### src/design/pic_pkg.sv
package pic_pkg;
	// ----------------------------------------
	// register map
	// ----------------------------------------
	localparam logic [4:0] CTRL_ADDR = 5'h11;
	localparam logic [4:0] STAT_ADDR = 5'h12;
	localparam logic [4:0] TSST_ADDR = 5'h14;
	// ----------------------------------------
	// control register fields
	// ----------------------------------------
	localparam int CTRL_OE_BIT = 0;
	localparam int CTRL_GATE_BIT = 1;
	localparam int CTRL_TEST_BIT = 2;
	localparam int CTRL_REMAP_BIT = 3;
	localparam logic [3:0] CTRL_RESET = 4'h0;
	// ----------------------------------------
	// status register fields (pending bits)
	// ----------------------------------------
	localparam int ST_CNT_BIT = 9;
	localparam int ST_ANC_BIT = 10;
	localparam int ST_B11_BIT = 11;
	localparam int ST_B12_BIT = 12;
	localparam int ST_LINK_BIT = 13;
	localparam int ST_ED_BIT = 14;
	localparam int ST_LQ_BIT = 15;
	localparam int ST_FIRST = 9;
	localparam int ST_COUNT = 7;
	localparam logic [6:0] PEND_RESET = 7'h00;
	localparam logic [6:0] EN_RESET = 7'h00;
	// event input index order
	localparam int EV_CNT = 0;
	localparam int EV_ANC = 1;
	localparam int EV_DUP = 2;
	localparam int EV_SPD = 3;
	localparam int EV_LINK = 4;
	localparam int EV_ED = 5;
	localparam int EV_LQ = 6;
	localparam int EV_TS = 7;
endpackage

### src/design/pic_phy_interrupt_control.sv
`timescale 1ns/1ps
// What this block does
// - accept link, energy, speed, duplex, negotiation, counter events
// - each status bit needs its own enable bit
// - control bits 15:4 ignore writes, read zero
// - remap one: timesync bit 11, speed-or-duplex bit 12
// - remap zero: duplex bit 11, speed bit 12
// - test bit forces interrupt until cleared
// - global gate suppresses all event interrupts
// - output enable drives pin, else power-down input
// - control bits reset to zero
// - reading status register clears pending bits
// - status bits set even when disabled
// - timesync not rearmed until its status empty
module pic_phy_interrupt_control
	import pic_pkg::*;
(
	// clock and reset
	input wire logic refClk,
	input wire logic sysRst,
	// management register access
	input wire logic regWrite,
	input wire logic regRead,
	input wire logic [4:0] regAddr,
	input wire logic [15:0] regWdata,
	output logic [15:0] regRdata,
	// event strobes, index order per package
	input wire logic [7:0] eventPulse,
	// timesync status register has entries left
	input wire logic timesyncStatusBusy,
	// shared power-down / interrupt pin
	input wire logic powerdownOrIrqPinIn,
	output logic powerdownOrIrqPinOut,
	output logic powerdownOrIrqPinOe,
	output logic powerDownReq
);
	// ----------------------------------------
	// state
	// ----------------------------------------
	typedef struct packed {
		logic [3:0] ctrl;
		logic [6:0] pend;
		logic [6:0] en;
		logic tsArmed;
		logic [15:0] rdata;
		logic pinOut;
		logic pinOe;
		logic pdReq;
	} pic_state_type;

	pic_state_type st;
	pic_state_type next_st;

	function automatic logic [15:0] statusWord(input logic [6:0] p,
			input logic [6:0] e);
		statusWord = {p, e, 2'b00};
	endfunction

	logic [6:0] raise;
	logic anyIrq;
	logic stRead;

	// ----------------------------------------
	// next state
	// ----------------------------------------
	always_comb begin
		next_st = st;
		raise = '0;
		stRead = regRead && (regAddr == STAT_ADDR);
		raise[ST_CNT_BIT - ST_FIRST] = eventPulse[EV_CNT];
		raise[ST_ANC_BIT - ST_FIRST] = eventPulse[EV_ANC];
		raise[ST_LINK_BIT - ST_FIRST] = eventPulse[EV_LINK];
		raise[ST_ED_BIT - ST_FIRST] = eventPulse[EV_ED];
		raise[ST_LQ_BIT - ST_FIRST] = eventPulse[EV_LQ];
		if (st.ctrl[CTRL_REMAP_BIT]) begin
			// timesync held off until its status drains
			raise[ST_B11_BIT - ST_FIRST] = eventPulse[EV_TS] && st.tsArmed;
			raise[ST_B12_BIT - ST_FIRST] =
				eventPulse[EV_SPD] || eventPulse[EV_DUP];
		end else begin
			raise[ST_B11_BIT - ST_FIRST] = eventPulse[EV_DUP];
			raise[ST_B12_BIT - ST_FIRST] = eventPulse[EV_SPD];
		end
		if (raise[ST_B11_BIT - ST_FIRST] && st.ctrl[CTRL_REMAP_BIT]) begin
			next_st.tsArmed = 1'b0;
		end else if (!timesyncStatusBusy) begin
			next_st.tsArmed = 1'b1;
		end
		// set wins over clear-on-read; no enable gating here
		if (stRead) begin
			next_st.pend = raise;
		end else begin
			next_st.pend = st.pend | raise;
		end
		if (regWrite && regAddr == CTRL_ADDR) begin
			next_st.ctrl = regWdata[3:0];
		end
		if (regWrite && regAddr == STAT_ADDR) begin
			next_st.en = regWdata[8:2];
		end
		// registered read data, valid the cycle after regRead
		case (regAddr)
			CTRL_ADDR: next_st.rdata = {12'h000, st.ctrl};
			STAT_ADDR: next_st.rdata = statusWord(st.pend, st.en);
			default: next_st.rdata = 16'h0000;
		endcase
		if (!regRead) begin
			next_st.rdata = st.rdata;
		end
		// enabled pending gated globally, test bypasses gate
		anyIrq = (st.ctrl[CTRL_GATE_BIT] && |(st.pend & st.en))
			|| st.ctrl[CTRL_TEST_BIT];
		next_st.pinOe = st.ctrl[CTRL_OE_BIT];
		next_st.pinOut = !anyIrq;
		next_st.pdReq = !st.ctrl[CTRL_OE_BIT] && !powerdownOrIrqPinIn;
	end

	// ----------------------------------------
	// registers
	// ----------------------------------------
	always_ff @(posedge refClk or posedge sysRst) begin
		if (sysRst) begin
			st.ctrl <= CTRL_RESET;
			st.pend <= PEND_RESET;
			st.en <= EN_RESET;
			st.tsArmed <= 1'b1;
			st.rdata <= 16'h0000;
			st.pinOut <= 1'b1;
			st.pinOe <= 1'b0;
			st.pdReq <= 1'b0;
		end else begin
			st <= next_st;
		end
	end

	assign regRdata = st.rdata;
	assign powerdownOrIrqPinOut = st.pinOut;
	assign powerdownOrIrqPinOe = st.pinOe;
	assign powerDownReq = st.pdReq;
endmodule

### config.mk
export PLATFORM = sky130hd
export DESIGN_NAME = pic_phy_interrupt_control
export DESIGN_NICKNAME = d
export VERILOG_FILES = /design/src/design/pic_pkg.sv /design/src/design/pic_phy_interrupt_control.sv
export SDC_FILE = /design/constraint.sdc
export NUM_CORES = 1
export LEC_CHECK = 0
export ABC_AREA = 1
export BUFFER_PORTS_ARGS = -buffer_cell sky130_fd_sc_hd__buf_2
export CORE_MARGIN = 2
export CORE_UTILIZATION = 40
export DETAILED_ROUTE_END_ITERATION = 12
export GPL_TIMING_DRIVEN = 1
export PLACE_DENSITY = 0.7
export SKIP_CTS_REPAIR_TIMING = 1
export SLEW_MARGIN = 30
export SYNTH_ARGS = -nofsm -noshare
export SYNTH_HDL_FRONTEND = slang
export SYNTH_SLANG_ARGS = --single-unit
### constraint.sdc
create_clock -name refClk -period 2.75 [get_ports refClk]
set_input_delay 0.6875 -clock refClk [delete_from_list [all_inputs] [get_ports refClk]]
set_output_delay 0.6875 -clock refClk [all_outputs]
set_load 0.02 [all_outputs]
==> metrics.md, run 1 <==
| Metric | Value |
|---|---|
| CTS tree | `built` |
| Core area | `4060 µm²` |
| Crit path largest cell delay | `520 ps` |
| Initial DRC count | `52` |
| Routed vias | `1,320` |
| Post-DRT Antenna Nets | `0` |
| Post-Synth XOR/XNOR Area | `0%` |
| Sequential fraction of the synthesis area | `55.4%` |
| Pint | `1050 µW` |
| CP arrival | `970 ps` |
| Gp weighted congestion | `0.801` |
| Critical path fanouts, max | `1` |
| Status | `finished clean` |
| Net Sw Frac | `23.8%` |
| Inserted Clock Buffers | `5` |
| Worst slew pin tran | `469 ps` |
| Cell taking the most area after synthesis | `dfrtp_1` |
| Count leader, synth | `nand2_1` |
| Crit end category | `primary output` |
| Clock-pin slew on the worst setup and hold paths | `80 ps` |
| Final Setup Violations | `0` |
| H-tree Lvls | `2` |
| FF-to-FF path depth | `5` |
| Post-synth net total | `238` |
| Synth Instances | `203` |
| Critical Path, Cell by Cell | `buf_2` |
| Flop pwr share | `46.6%` |
| Slew HR | `68.8%` |
| DP Cell Count | `279` |
| Yosys reg bits | `38` |
| Number of buffers and inverters on the critical path | `1` |
| Cell Rows | `23` |
| Yosys synthesis warning count | `0` |
| Hold Fails Final Rpt | `0` |
| Worst IR Drop VDD | `0.000228 V` |
| Synth area leaders | `dfrtp_1, nand2_1, nand3_1` |
| RSZ-0062 raised after global routing | `false` |
| Data required, critical path | `2060 ps` |
| Adder-cell area share of the yosys netlist | `0%` |
| Fin crit share | `60.2%` |
| # fillers | `415` |
| HP Class | `register to register` |
| Clock power frac | `43.0%` |
| Ant. Diodes | `0` |
| Hold slack | `412 ps` |
| Worst Hold Depth | `1` |
| Achievable frequency | `604 MHz` |
| GRT Util Overall | `15.4%` |
| Yosys cell types | `14` |
| Via/cell ratio | `4.60` |
| Largest family of logic cells by synthesized area | `simple AND/OR/NAND/NOR gates` |
| Clk_lat worst skew | `300 ps` |
| Final Util | `49.5%` |
| Final min period | `1660 ps` |
| Clock sink count | `38` |
| Share of the synthesized area in the top cell type | `52.4%` |
| Post-synthesis compound-gate area fraction | `1.16%` |
| Synth Area per Inst | `8.47 µm²` |
| # DRC | `0` |
| Number of flops mapped to enable cells by yosys | `0` |
| Die X | `69.6 µm` |
| Initial antenna violation count | `0` |
| Initial Util | `42.4%` |
| Clock root buffer | `clkbuf_8` |
| Fin nets | `271` |
| Top Ports | `54` |
| Port buffer count | `46` |
| Startpoint types | `register` |
| Mean routed wirelength per cell | `11.8 µm` |
| PD cells | `688 nW/µm²` |
| Primary FF master, synth | `dfrtp_1` |
| Area grow syn2layout | `16.7%` |
| Layout cell share with drive strength beyond 1 | `26.2%` |
| Switching Power | `329 µW` |
| Total gr overflow | `0` |
| Worst clock skew | `11.3 ps` |
| Largest net degree at the start of global routing | `39` |
| Maxcap violations | `0` |
| Asr flop ratio synth | `100%` |
| Comb power frac | `10.5%` |
| First-pass GRT wire length | `5.75 mm` |
| Drt total wl | `3.39 mm` |
| Post-Synth Simple-Gate Area | `30.3%` |
| Setup TNS | `0 ps` |
| Non-Filler Instances | `287` |
| Die H | `69.6 µm` |
| DP HPWL | `2.42 mm` |
| Critical-path top delay cell | `dfstp_2` |
| Setup CP Type | `register to primary output` |
| 1st-pass router iterations | `4` |
| Number of global-route vias before repair | `1,250` |
| Clk buf depth | `2` |
| Final Max Slew Viols | `0` |
| Cell Area, Synth | `1720 µm²` |
| Leak | `0.00119 µW` |
| Critical Path Stages | `1` |
| Crit-path leading delay family | `flip-flops` |
| Post-synth top cells | `nand2_1, dfrtp_1, nand3_1` |
| Multiplexer share of the synthesized area | `0%` |
| Die area | `4840 µm²` |
## layout by cell type, fill, tap and decap left out
master     synthesis  routed
nand3b_1           1       1
o21ai_0            2       2
bufinv_16          0       2
a21oi_1            2       2
nor2_4             2       2
nand2_1           83      83
inv_1             17      17
dfstp_2            2       2
buf_2              4      46
nand2_2            2       2
nor2_1             3       3
clkbuf_8           0       6
dfrtp_1           36      36
nand3_1           31      31
buf_4             16       2
## flip-flops by register name, indices dropped and copies added (netlist names)
register	flops
powerdownOrIrqPinOe	1
next_st	1
regRdata	16
powerDownReq	1
st	18
powerdownOrIrqPinOut	1
## worst register-to-register path, delay by kind of cell, from the launching register on
family,cells,cell delay [ps]
flip-flops,1,430
AO/OA/AOI/OAI,1,120
AND/OR/NAND/NOR,4,280
## metal layers
metal | track usage [%] | wire [µm] | up-vias
li1 | - | - | 675
met1 | 19.3 | 1580 | 603
met2 | 22.9 | 1510 | 36
met3 | 5.81 | 212 | 6
met4 | 8.71 | 89 | 0
met5 | 0 | 0 | -
## kinds of logic (layout without fill, tap and decap cells)
family | after synthesis | after routing
buffers and inverters | 39 | 73
and+or+nand+nor | 122 | 122
AOI/OAI and AO/OA | 4 | 4
DFF | 38 | 38
## layout make-up
type | instances | area (µm²) | area share (%)
clock buffer | 6 | 82.6 | 4.11
clock inverter | 2 | 60.1 | 2.99
inverter | 17 | 63.8 | 3.18
multi-input combinational | 126 | 541 | 26.9
sequential | 38 | 953 | 47.5
tap | 50 | 62.6 | 3.12
timing repair buffer | 48 | 245 | 12.2
## stage by stage
| step | setup slack [ps] | power, µW | instance area, µm² |
|---|---|---|---|
| 2_1_floorplan | 1200 | 751 | 1720 |
| 3_3_place_gp | 1100 | 797 | 1870 |
| 3_5_place_dp | 1070 | 801 | 1870 |
| 4_1_cts | 1080 | 1390 | 2010 |
| 5_1_grt | 1070 | 1440 | 2010 |
| 6_report | 1090 | 1380 | 2010 |
## power groups by stage
| stage | logic (µW) | clock network, µW | registers, µW |
|---|---|---|---|
| after global placement | 144 | 0 | 653 |
| final | 145 | 594 | 643 |
| after detailed placement | 148 | 0 | 653 |
| after global routing | 168 | 627 | 648 |
| after CTS | 148 | 604 | 643 |
| after floorplan | 93.1 | 0 | 658 |
## worst paths after layout
path | startpoint | to | slack (ps)
max | powerdownOrIrqPinOut$_DFF_PP1_ | powerdownOrIrqPinOut | 1090
min | st[36]$_DFFE_PP0P_ | powerdownOrIrqPinOut$_DFF_PP1_ | 410
max reg2reg | st[31]$_DFF_PP0_ | powerdownOrIrqPinOut$_DFF_PP1_ | 1850
min reg2reg | st[36]$_DFFE_PP0P_ | powerdownOrIrqPinOut$_DFF_PP1_ | 410
max in group asynchronous | sysRst | st[19]$_DFFE_PP1P_ | 1910
min in group asynchronous | sysRst | st[20]$_DFFE_PP0P_ | 480
No activity file was read; power rests on OpenSTA's default activity.
==> run 2: changes to the inputs <==
--- a/config.mk
+++ b/config.mk
@@ -11,7 +11,7 @@
 export CORE_UTILIZATION = 40
 export DETAILED_ROUTE_END_ITERATION = 12
 export GPL_TIMING_DRIVEN = 1
-export PLACE_DENSITY = 0.7
+export PLACE_DENSITY = 0.73
 export SKIP_CTS_REPAIR_TIMING = 1
 export SLEW_MARGIN = 30
 export SYNTH_ARGS = -nofsm -noshare
==> constraint.sdc (replaced) <==
create_clock -name refClk -period 1.4 [get_ports refClk]
set_input_delay 0.35 -clock refClk [delete_from_list [all_inputs] [get_ports refClk]]
set_output_delay 0.35 -clock refClk [all_outputs]
set_load 0.02 [all_outputs]
==> run 2 against run 1 <==
Utilization fell by 0.40 points. Worst setup slack got worse by 1000 ps. Cell area fell by 0.81%. Global-route usage fell by 0.68 points. Power rose by 67%. Count of clock-buffer cells in the layout rose by 1. Sequential power rose by 98%. Critical endpoint unchanged. Largest cell class unchanged. Highest routed layer unchanged.
==> metrics.md, run 2 (synthesized netlist as in run 1, its figures left out) <==
| Metric | Value |
|---|---|
| Number of buffers and inverters on the critical path | `1 (unchanged)` |
| Flop pwr share | `54.8% (+8.2 points)` |
| Number of global-route vias before repair | `1,263 (+1.0%)` |
| Clock root buffer | `clkbuf_8` |
| Data required, critical path | `1050 ps (-1010 ps)` |
| Hold slack | `95.9 ps (-316 ps)` |
| Cell Rows | `23 (unchanged)` |
| First-pass GRT wire length | `5.60 mm (-2.6%)` |
| Crit end category | `primary output` |
| Fin nets | `274 (+1.1%)` |
| DP HPWL | `2.43 mm (+0.45%)` |
| Most frequent cells in the layout | `nand2_1, buf_2, dfrtp_1, nand3_1, inv_1` |
| Pint | `1710 µW (+63%)` |
| Initial Util | `42.4% (unchanged)` |
| Clk buf depth | `2 (unchanged)` |
| Setup TNS | `0 ps (unchanged)` |
| Drt total wl | `3.20 mm (-5.6%)` |
| Final Max Slew Viols | `0 (unchanged)` |
| Achievable frequency | `766 MHz` |
| Leak | `0.00119 µW (-0.30%)` |
| GRT Util Overall | `14.7% (-0.68 points)` |
| Switching Power | `599 µW (+82%)` |
| Mean routed wirelength per cell | `11.0 µm (-6.6%)` |
| Ant. Diodes | `0 (unchanged)` |
| Fin crit share | `93.3%` |
| Clock power frac | `32.7% (-10 points)` |
| Via/cell ratio | `4.46 (-3.0%)` |
| Final min period | `1310 ps` |
| H-tree Lvls | `2 (unchanged)` |
| Largest reg by FF count | `st` |
| Startpoint types | `register` |
| Die area | `4840 µm² (unchanged)` |
| Initial antenna violation count | `0 (unchanged)` |
| Crit path largest cell delay | `520 ps (about the same)` |
| Final Setup Violations | `0 (unchanged)` |
| Top Ports | `54 (unchanged)` |
| Critical-path top delay cell | `dfstp_2` |
| RSZ-0062 raised after global routing | `false` |
| Final WS setup | `94.2 ps (-1000 ps)` |
| Max reg flops | `18 (unchanged)` |
| Net Sw Frac | `25.9% (+2.1 points)` |
| # DRC | `0 (unchanged)` |
| Register area | `953 µm² (unchanged)` |
| Initial DRC count | `38 (-27%)` |
| DP Area | `1900 µm² (+1.9%)` |
| Routed vias | `1,294 (-2.0%)` |
| Port buffer count | `46 (unchanged)` |
| 1st-pass router iterations | `4 (unchanged)` |
| Worst IR Drop VDD | `0.000595 V (+160%)` |
| Clock-pin slew on the worst setup and hold paths | `70 ps (about the same)` |
| Area grow syn2layout | `15.8%` |
| Worst slack, placed | `185 ps (-889 ps)` |
| Crit-path leading delay family | `flip-flops` |
| Worst clock skew | `4.30 ps (-6.97 ps)` |
| Largest net degree at the start of global routing | `39 (unchanged)` |
| Area of the multi-input gates | `541 µm² (unchanged)` |
| Clk_lat worst skew | `290 ps (about the same)` |
| CP arrival | `960 ps (about the same)` |
| Clock sink count | `38 (unchanged)` |
| Post-DRT Antenna Nets | `0 (unchanged)` |
| Setup CP Type | `register to primary output` |
| Commonest non-fill, non-tap cell in the layout | `nand2_1` |
| Inserted Clock Buffers | `5 (unchanged)` |
| Core area | `4060 µm² (unchanged)` |
| Die H | `69.6 µm (unchanged)` |
| FF-to-FF path depth | `5 (unchanged)` |
| Slew HR | `70.8% (+2.1 points)` |
| Total gr overflow | `0 (unchanged)` |
| Maxcap violations | `0 (unchanged)` |
| Final Util | `49.1% (-0.40 points)` |
| # fillers | `400 (-3.6%)` |
| Critical path fanouts, max | `1 (unchanged)` |
| Gp weighted congestion | `0.793 (-0.91%)` |
| Hold Fails Final Rpt | `0 (unchanged)` |
| PD cells | `1160 nW/µm² (+69%)` |
| Critical Path, Cell by Cell | `buf_2` |
| Layout cell share with drive strength beyond 1 | `26.7% (+0.51 points)` |
| Critical Path Stages | `1 (unchanged)` |
| Status | `finished clean` |
| Comb power frac | `12.5% (+2.0 points)` |
| Final std cell area, no fill | `1990 µm² (-0.81%)` |
| CTS tree | `built` |
| Die X | `69.6 µm (unchanged)` |
| Worst slew pin tran | `437 ps (-31.6 ps)` |
| HP Class | `input pin to async pin` |
==> run 2: cell count changes in the layout (fill, tap and decap cells not counted), sizes merged <==
cell    change
clkinv      +1
bufinv      -2
buf         +3
clkbuf      +1
==> run 2: cell type report <==
cell class              instances  area share (%)
flip-flops and latches         38            47.9
multi-input cells             126            27.1
repair buffers                 51            14.1
clock buffers                   7            4.33
inverters                      17            3.20
well taps                      50            3.14
clock inverters                 1           0.251
==> run 2: path summary, 6_finish.rpt <==
check / endpoint / startpoint / slack [ps]
hold reg to reg: powerdownOrIrqPinOut$_DFF_PP1_ / st[36]$_DFFE_PP0P_ / 420
hold / removal: regRdata[1]$_DFFE_PP0P_ / sysRst / 100
setup reg to reg: powerdownOrIrqPinOut$_DFF_PP1_ / st[28]$_DFF_PP0_ / 520
min in group refClk: powerDownReq$_DFF_PP0_ / powerdownOrIrqPinIn / 200
setup / recovery: powerdownOrIrqPinOut / powerdownOrIrqPinOut$_DFF_PP1_ / 90
max in group asynchronous: st[19]$_DFFE_PP1P_ / sysRst / 1060
==> run 2: worst min-delay path: cells and delay by family <==
kind                   cells  cell delay [ps]
buffers and inverters      3              390
==> run 2: layer usage <==
metal | vias up | global-route usage, % | wire length (µm)
met1 | 563 | 18.6 | 1490
li1 | 685 | - | -
met3 | 5 | 5.67 | 229
met5 | - | 0 | 0
met2 | 41 | 22.8 | 1430
met4 | 0 | 5.88 | 56
==> run 2: power groups by stage <==
stage	Sequential [µW]	Combinational [µW]	Clock, µW
4_1_cts	1270	296	793
6_report	1270	289	756
3_3_place_gp	1290	290	0
2_1_floorplan	1290	183	0
5_1_grt	1280	339	827
3_5_place_dp	1290	296	0
==> run 2: through the flow <==
step | total power [µW] | cells
floorplan | 1480 | 203
global placement | 1580 | 282
detailed placement | 1580 | 282
CTS | 2360 | 290
global route | 2450 | 290
finish | 2310 | 290
==> run 3: changes to the inputs <==
--- a/config.mk
+++ b/config.mk
@@ -5,7 +5,6 @@
 export SDC_FILE = /design/constraint.sdc
 export NUM_CORES = 1
 export LEC_CHECK = 0
-export ABC_AREA = 1
 export BUFFER_PORTS_ARGS = -buffer_cell sky130_fd_sc_hd__buf_2
 export CORE_MARGIN = 2
 export CORE_UTILIZATION = 40
@@ -13,7 +12,6 @@
 export GPL_TIMING_DRIVEN = 1
 export PLACE_DENSITY = 0.73
 export SKIP_CTS_REPAIR_TIMING = 1
-export SLEW_MARGIN = 30
 export SYNTH_ARGS = -nofsm -noshare
 export SYNTH_HDL_FRONTEND = slang
 export SYNTH_SLANG_ARGS = --single-unit
==> run 3 against run 2 <==
Count of clock-buffer cells in the layout decreased by 1. Synthesized area decreased by 7.7%. Highest routed layer unchanged. Power decreased by 2.0%. Register-to-register slack got worse by 290 ps. Die area decreased by 7.3%. Worst hold slack improved by 0.70 ps. Worst setup slack improved by 12 ps.
==> metrics.md, run 3 <==
| Metric | Value |
|---|---|
| HP Class | `input pin to async pin` |
| Final Max Slew Viols | `0 (unchanged)` |
| Fin crit share | `92.4% (-0.86 points)` |
| Startpoint types | `register` |
| Area grow syn2layout | `20.5%` |
| Clk buf depth | `2 (unchanged)` |
| Post-synth net total | `148 (-38%)` |
| Critical-path top delay cell | `dfstp_2` |
| 1st-pass router iterations | `5 (+1)` |
| # DRC | `0 (unchanged)` |
| Maxcap violations | `0 (unchanged)` |
| Critical path fanouts, max | `1 (unchanged)` |
| Die X | `67.0 µm (-3.7%)` |
| Comb power frac | `12.4% (about the same)` |
| Worst clock skew | `4.55 ps (+0.252 ps)` |
| PD cells | `1180 nW/µm² (+2.0%)` |
| CP arrival | `940 ps (-20 ps)` |
| Die area | `4490 µm² (-7.3%)` |
| Worst slack, placed | `-112 ps (-298 ps)` |
| Clock-pin slew on the worst setup and hold paths | `70 ps (about the same)` |
| Final Util | `51.1% (+2.0 points)` |
| Crit-path leading delay family | `flip-flops` |
| Die H | `67.0 µm (-3.7%)` |
| Achievable frequency | `773 MHz (+0.93%)` |
| Clock root buffer | `clkbuf_8` |
| Switching Power | `574 µW (-4.2%)` |
| Final std cell area, no fill | `1910 µm² (-4.0%)` |
| Worst IR Drop VDD | `0.000641 V (+7.8%)` |
| Via/cell ratio | `5.06 (+13%)` |
| Cell taking the most area after synthesis | `dfrtp_1` |
| Asr flop ratio synth | `100% (unchanged)` |
| Port buffer count | `46 (unchanged)` |
| Net Sw Frac | `25.3% (-0.58 points)` |
| Count leader, synth | `dfrtp_1` |
| Largest net degree at the start of global routing | `20 (-49%)` |
| Initial DRC count | `43 (+13%)` |
| DP Area | `1830 µm² (-3.7%)` |
| Crit end category | `primary output` |
| Total gr overflow | `0 (unchanged)` |
| Core area | `3740 µm² (-7.7%)` |
| Synth area leaders | `dfrtp_1, mux2_2, a22o_1` |
| Fin nets | `193 (-30%)` |
| Initial antenna violation count | `0 (unchanged)` |
| GR met1 Demand/Resource | `17.8% (-0.88 points)` |
| Slew HR | `79.5% (+8.7 points)` |
| Cell Rows | `22 (-4.3%)` |
| Overall Power | `2270 µW (-2.0%)` |
| Number of buffers and inverters on the critical path | `1 (unchanged)` |
| Clock power frac | `31.4% (-1.3 points)` |
| Max reg flops | `18 (unchanged)` |
| Number of global-route vias before repair | `1,069 (-15%)` |
| Synth Instances | `113 (-44%)` |
| Busiest grt layer | `met2` |
| GRT Util Overall | `15.8% (+1.0 points)` |
| DP HPWL | `2.43 mm (about the same)` |
| RSZ-0062 raised after global routing | `false` |
| Setup TNS | `0 ps (unchanged)` |
| Clk_lat worst skew | `290 ps (about the same)` |
| Grt met3 use | `4.90% (-0.77 points)` |
| Yosys reg bits | `38 (unchanged)` |
| Final min period | `1290 ps (-12.0 ps)` |
| Post-synth top cells | `dfrtp_1, buf_4, a22o_1` |
| Number of flops mapped to enable cells by yosys | `0 (unchanged)` |
| Leak | `0.000979 µW (-18%)` |
| Critical Path, Cell by Cell | `buf_2` |
| Yosys synthesis warning count | `0 (unchanged)` |
| Initial Util | `42.4% (about the same)` |
| Status | `finished clean` |
| H-tree Lvls | `2 (unchanged)` |
| Pint | `1690 µW (-1.3%)` |
| Flop pwr share | `56.2% (+1.4 points)` |
| Drt total wl | `3.14 mm (-2.0%)` |
| CTS tree | `built` |
| Final Setup Violations | `0 (unchanged)` |
| Gp weighted congestion | `0.857 (+8.0%)` |
| # fillers | `331 (-17%)` |
| Layout cell share with drive strength beyond 1 | `55.3% (+29 points)` |
| Yosys cell types | `25 (+11)` |
| Cell Area, Synth | `1590 µm² (-7.7%)` |
| Hold Fails Final Rpt | `0 (unchanged)` |
| Post-DRT Antenna Nets | `0 (unchanged)` |
| Top Ports | `54 (unchanged)` |
| Setup CP Type | `register to primary output` |
| Data required, critical path | `1050 ps (about the same)` |
| Ant. Diodes | `0 (unchanged)` |
| Synth Area per Inst | `14.1 µm² (+66%)` |
| Share of the synthesized area in the top cell type | `56.7% (+4.4 points)` |
| Crit path largest cell delay | `510 ps (about the same)` |
| Clock sink count | `38 (unchanged)` |
| GR Util met2 | `27.0% (+4.2 points)` |
| Final WS setup | `106 ps (+12.0 ps)` |
| Largest reg by FF count | `st` |
| First-pass GRT wire length | `5.04 mm (-10%)` |
| Worst slew pin tran | `307 ps (-130 ps)` |
| Routed vias | `1,047 (-19%)` |
| Mean routed wirelength per cell | `15.2 µm (+37%)` |
| Commonest non-fill, non-tap cell in the layout | `buf_2` |
| Sequential fraction of the synthesis area | `60.0% (+4.6 points)` |
| Inserted Clock Buffers | `5 (unchanged)` |
| Primary FF master, synth | `dfrtp_1` |
| Most frequent cells in the layout | `buf_2, dfrtp_1, a22o_1, mux2_2, buf_4` |
[run 3: final timing paths]
kind	cells past startpoint	start	slack (ps)	to
worst min-delay path	3	sysRst	100	regRdata[14]$_DFFE_PP0P_
min in group refClk	2	powerdownOrIrqPinIn	200	powerDownReq$_DFF_PP0_
worst min register to register	1	st[36]$_DFFE_PP0P_	440	powerdownOrIrqPinOut$_DFF_PP1_
worst max-delay path	1	powerdownOrIrqPinOut$_DFF_PP1_	110	powerdownOrIrqPinOut
max in group asynchronous	3	sysRst	1030	st[19]$_DFFE_PP1P_
worst max register to register	3	st[31]$_DFF_PP0_	230	powerdownOrIrqPinOut$_DFF_PP1_
[run 3: per-layer routing]
metal,vias up,part of all wire (%)
met2,26,52
met1,520,41
met5,-,0
met4,0,2.0
li1,494,-
met3,7,4.7
[run 3: area by class of cell]
class / instances / area (µm²) / area share, %
Tap cell: 48 / 60.1 / 3.14
Clock inverter: 2 / 10.0 / 0.523
Inverter: 4 / 15.0 / 0.785
Timing Repair Buffer: 56 / 318 / 16.6
Multi-Input combinational cell: 53 / 484 / 25.3
Sequential cell: 38 / 953 / 49.8
Clock buffer: 6 / 72.6 / 3.79
[run 3: cells by family (layout without fill, tap and decap cells)]
kind of cell / count (synthesis) / after routing / share of synthesized area, %
flip-flops: 38 / 38 / 60.0
AO/OA/AOI/OAI: 28 / 28 / 15.4
AND/OR/NAND/NOR: 14 / 14 / 7.33
multiplexers: 11 / 11 / 7.80
buffers and inverters: 22 / 68 / 9.46
[run 3: per-stage QoR]
step                hold slack (ps)  std cells
floorplan                       382        113
global placement                395        199
detailed placement              411        199
CTS                             104        207
global route                    148        207
finish                         96.6        207
[run 3: power groups by stage]
stage	Clock (µW)	Combinational, µW	Sequential, µW
floorplan	0	159	1300
global placement	0	271	1290
detailed placement	0	284	1290
CTS	719	285	1270
global route	774	308	1280
finish	712	280	1270
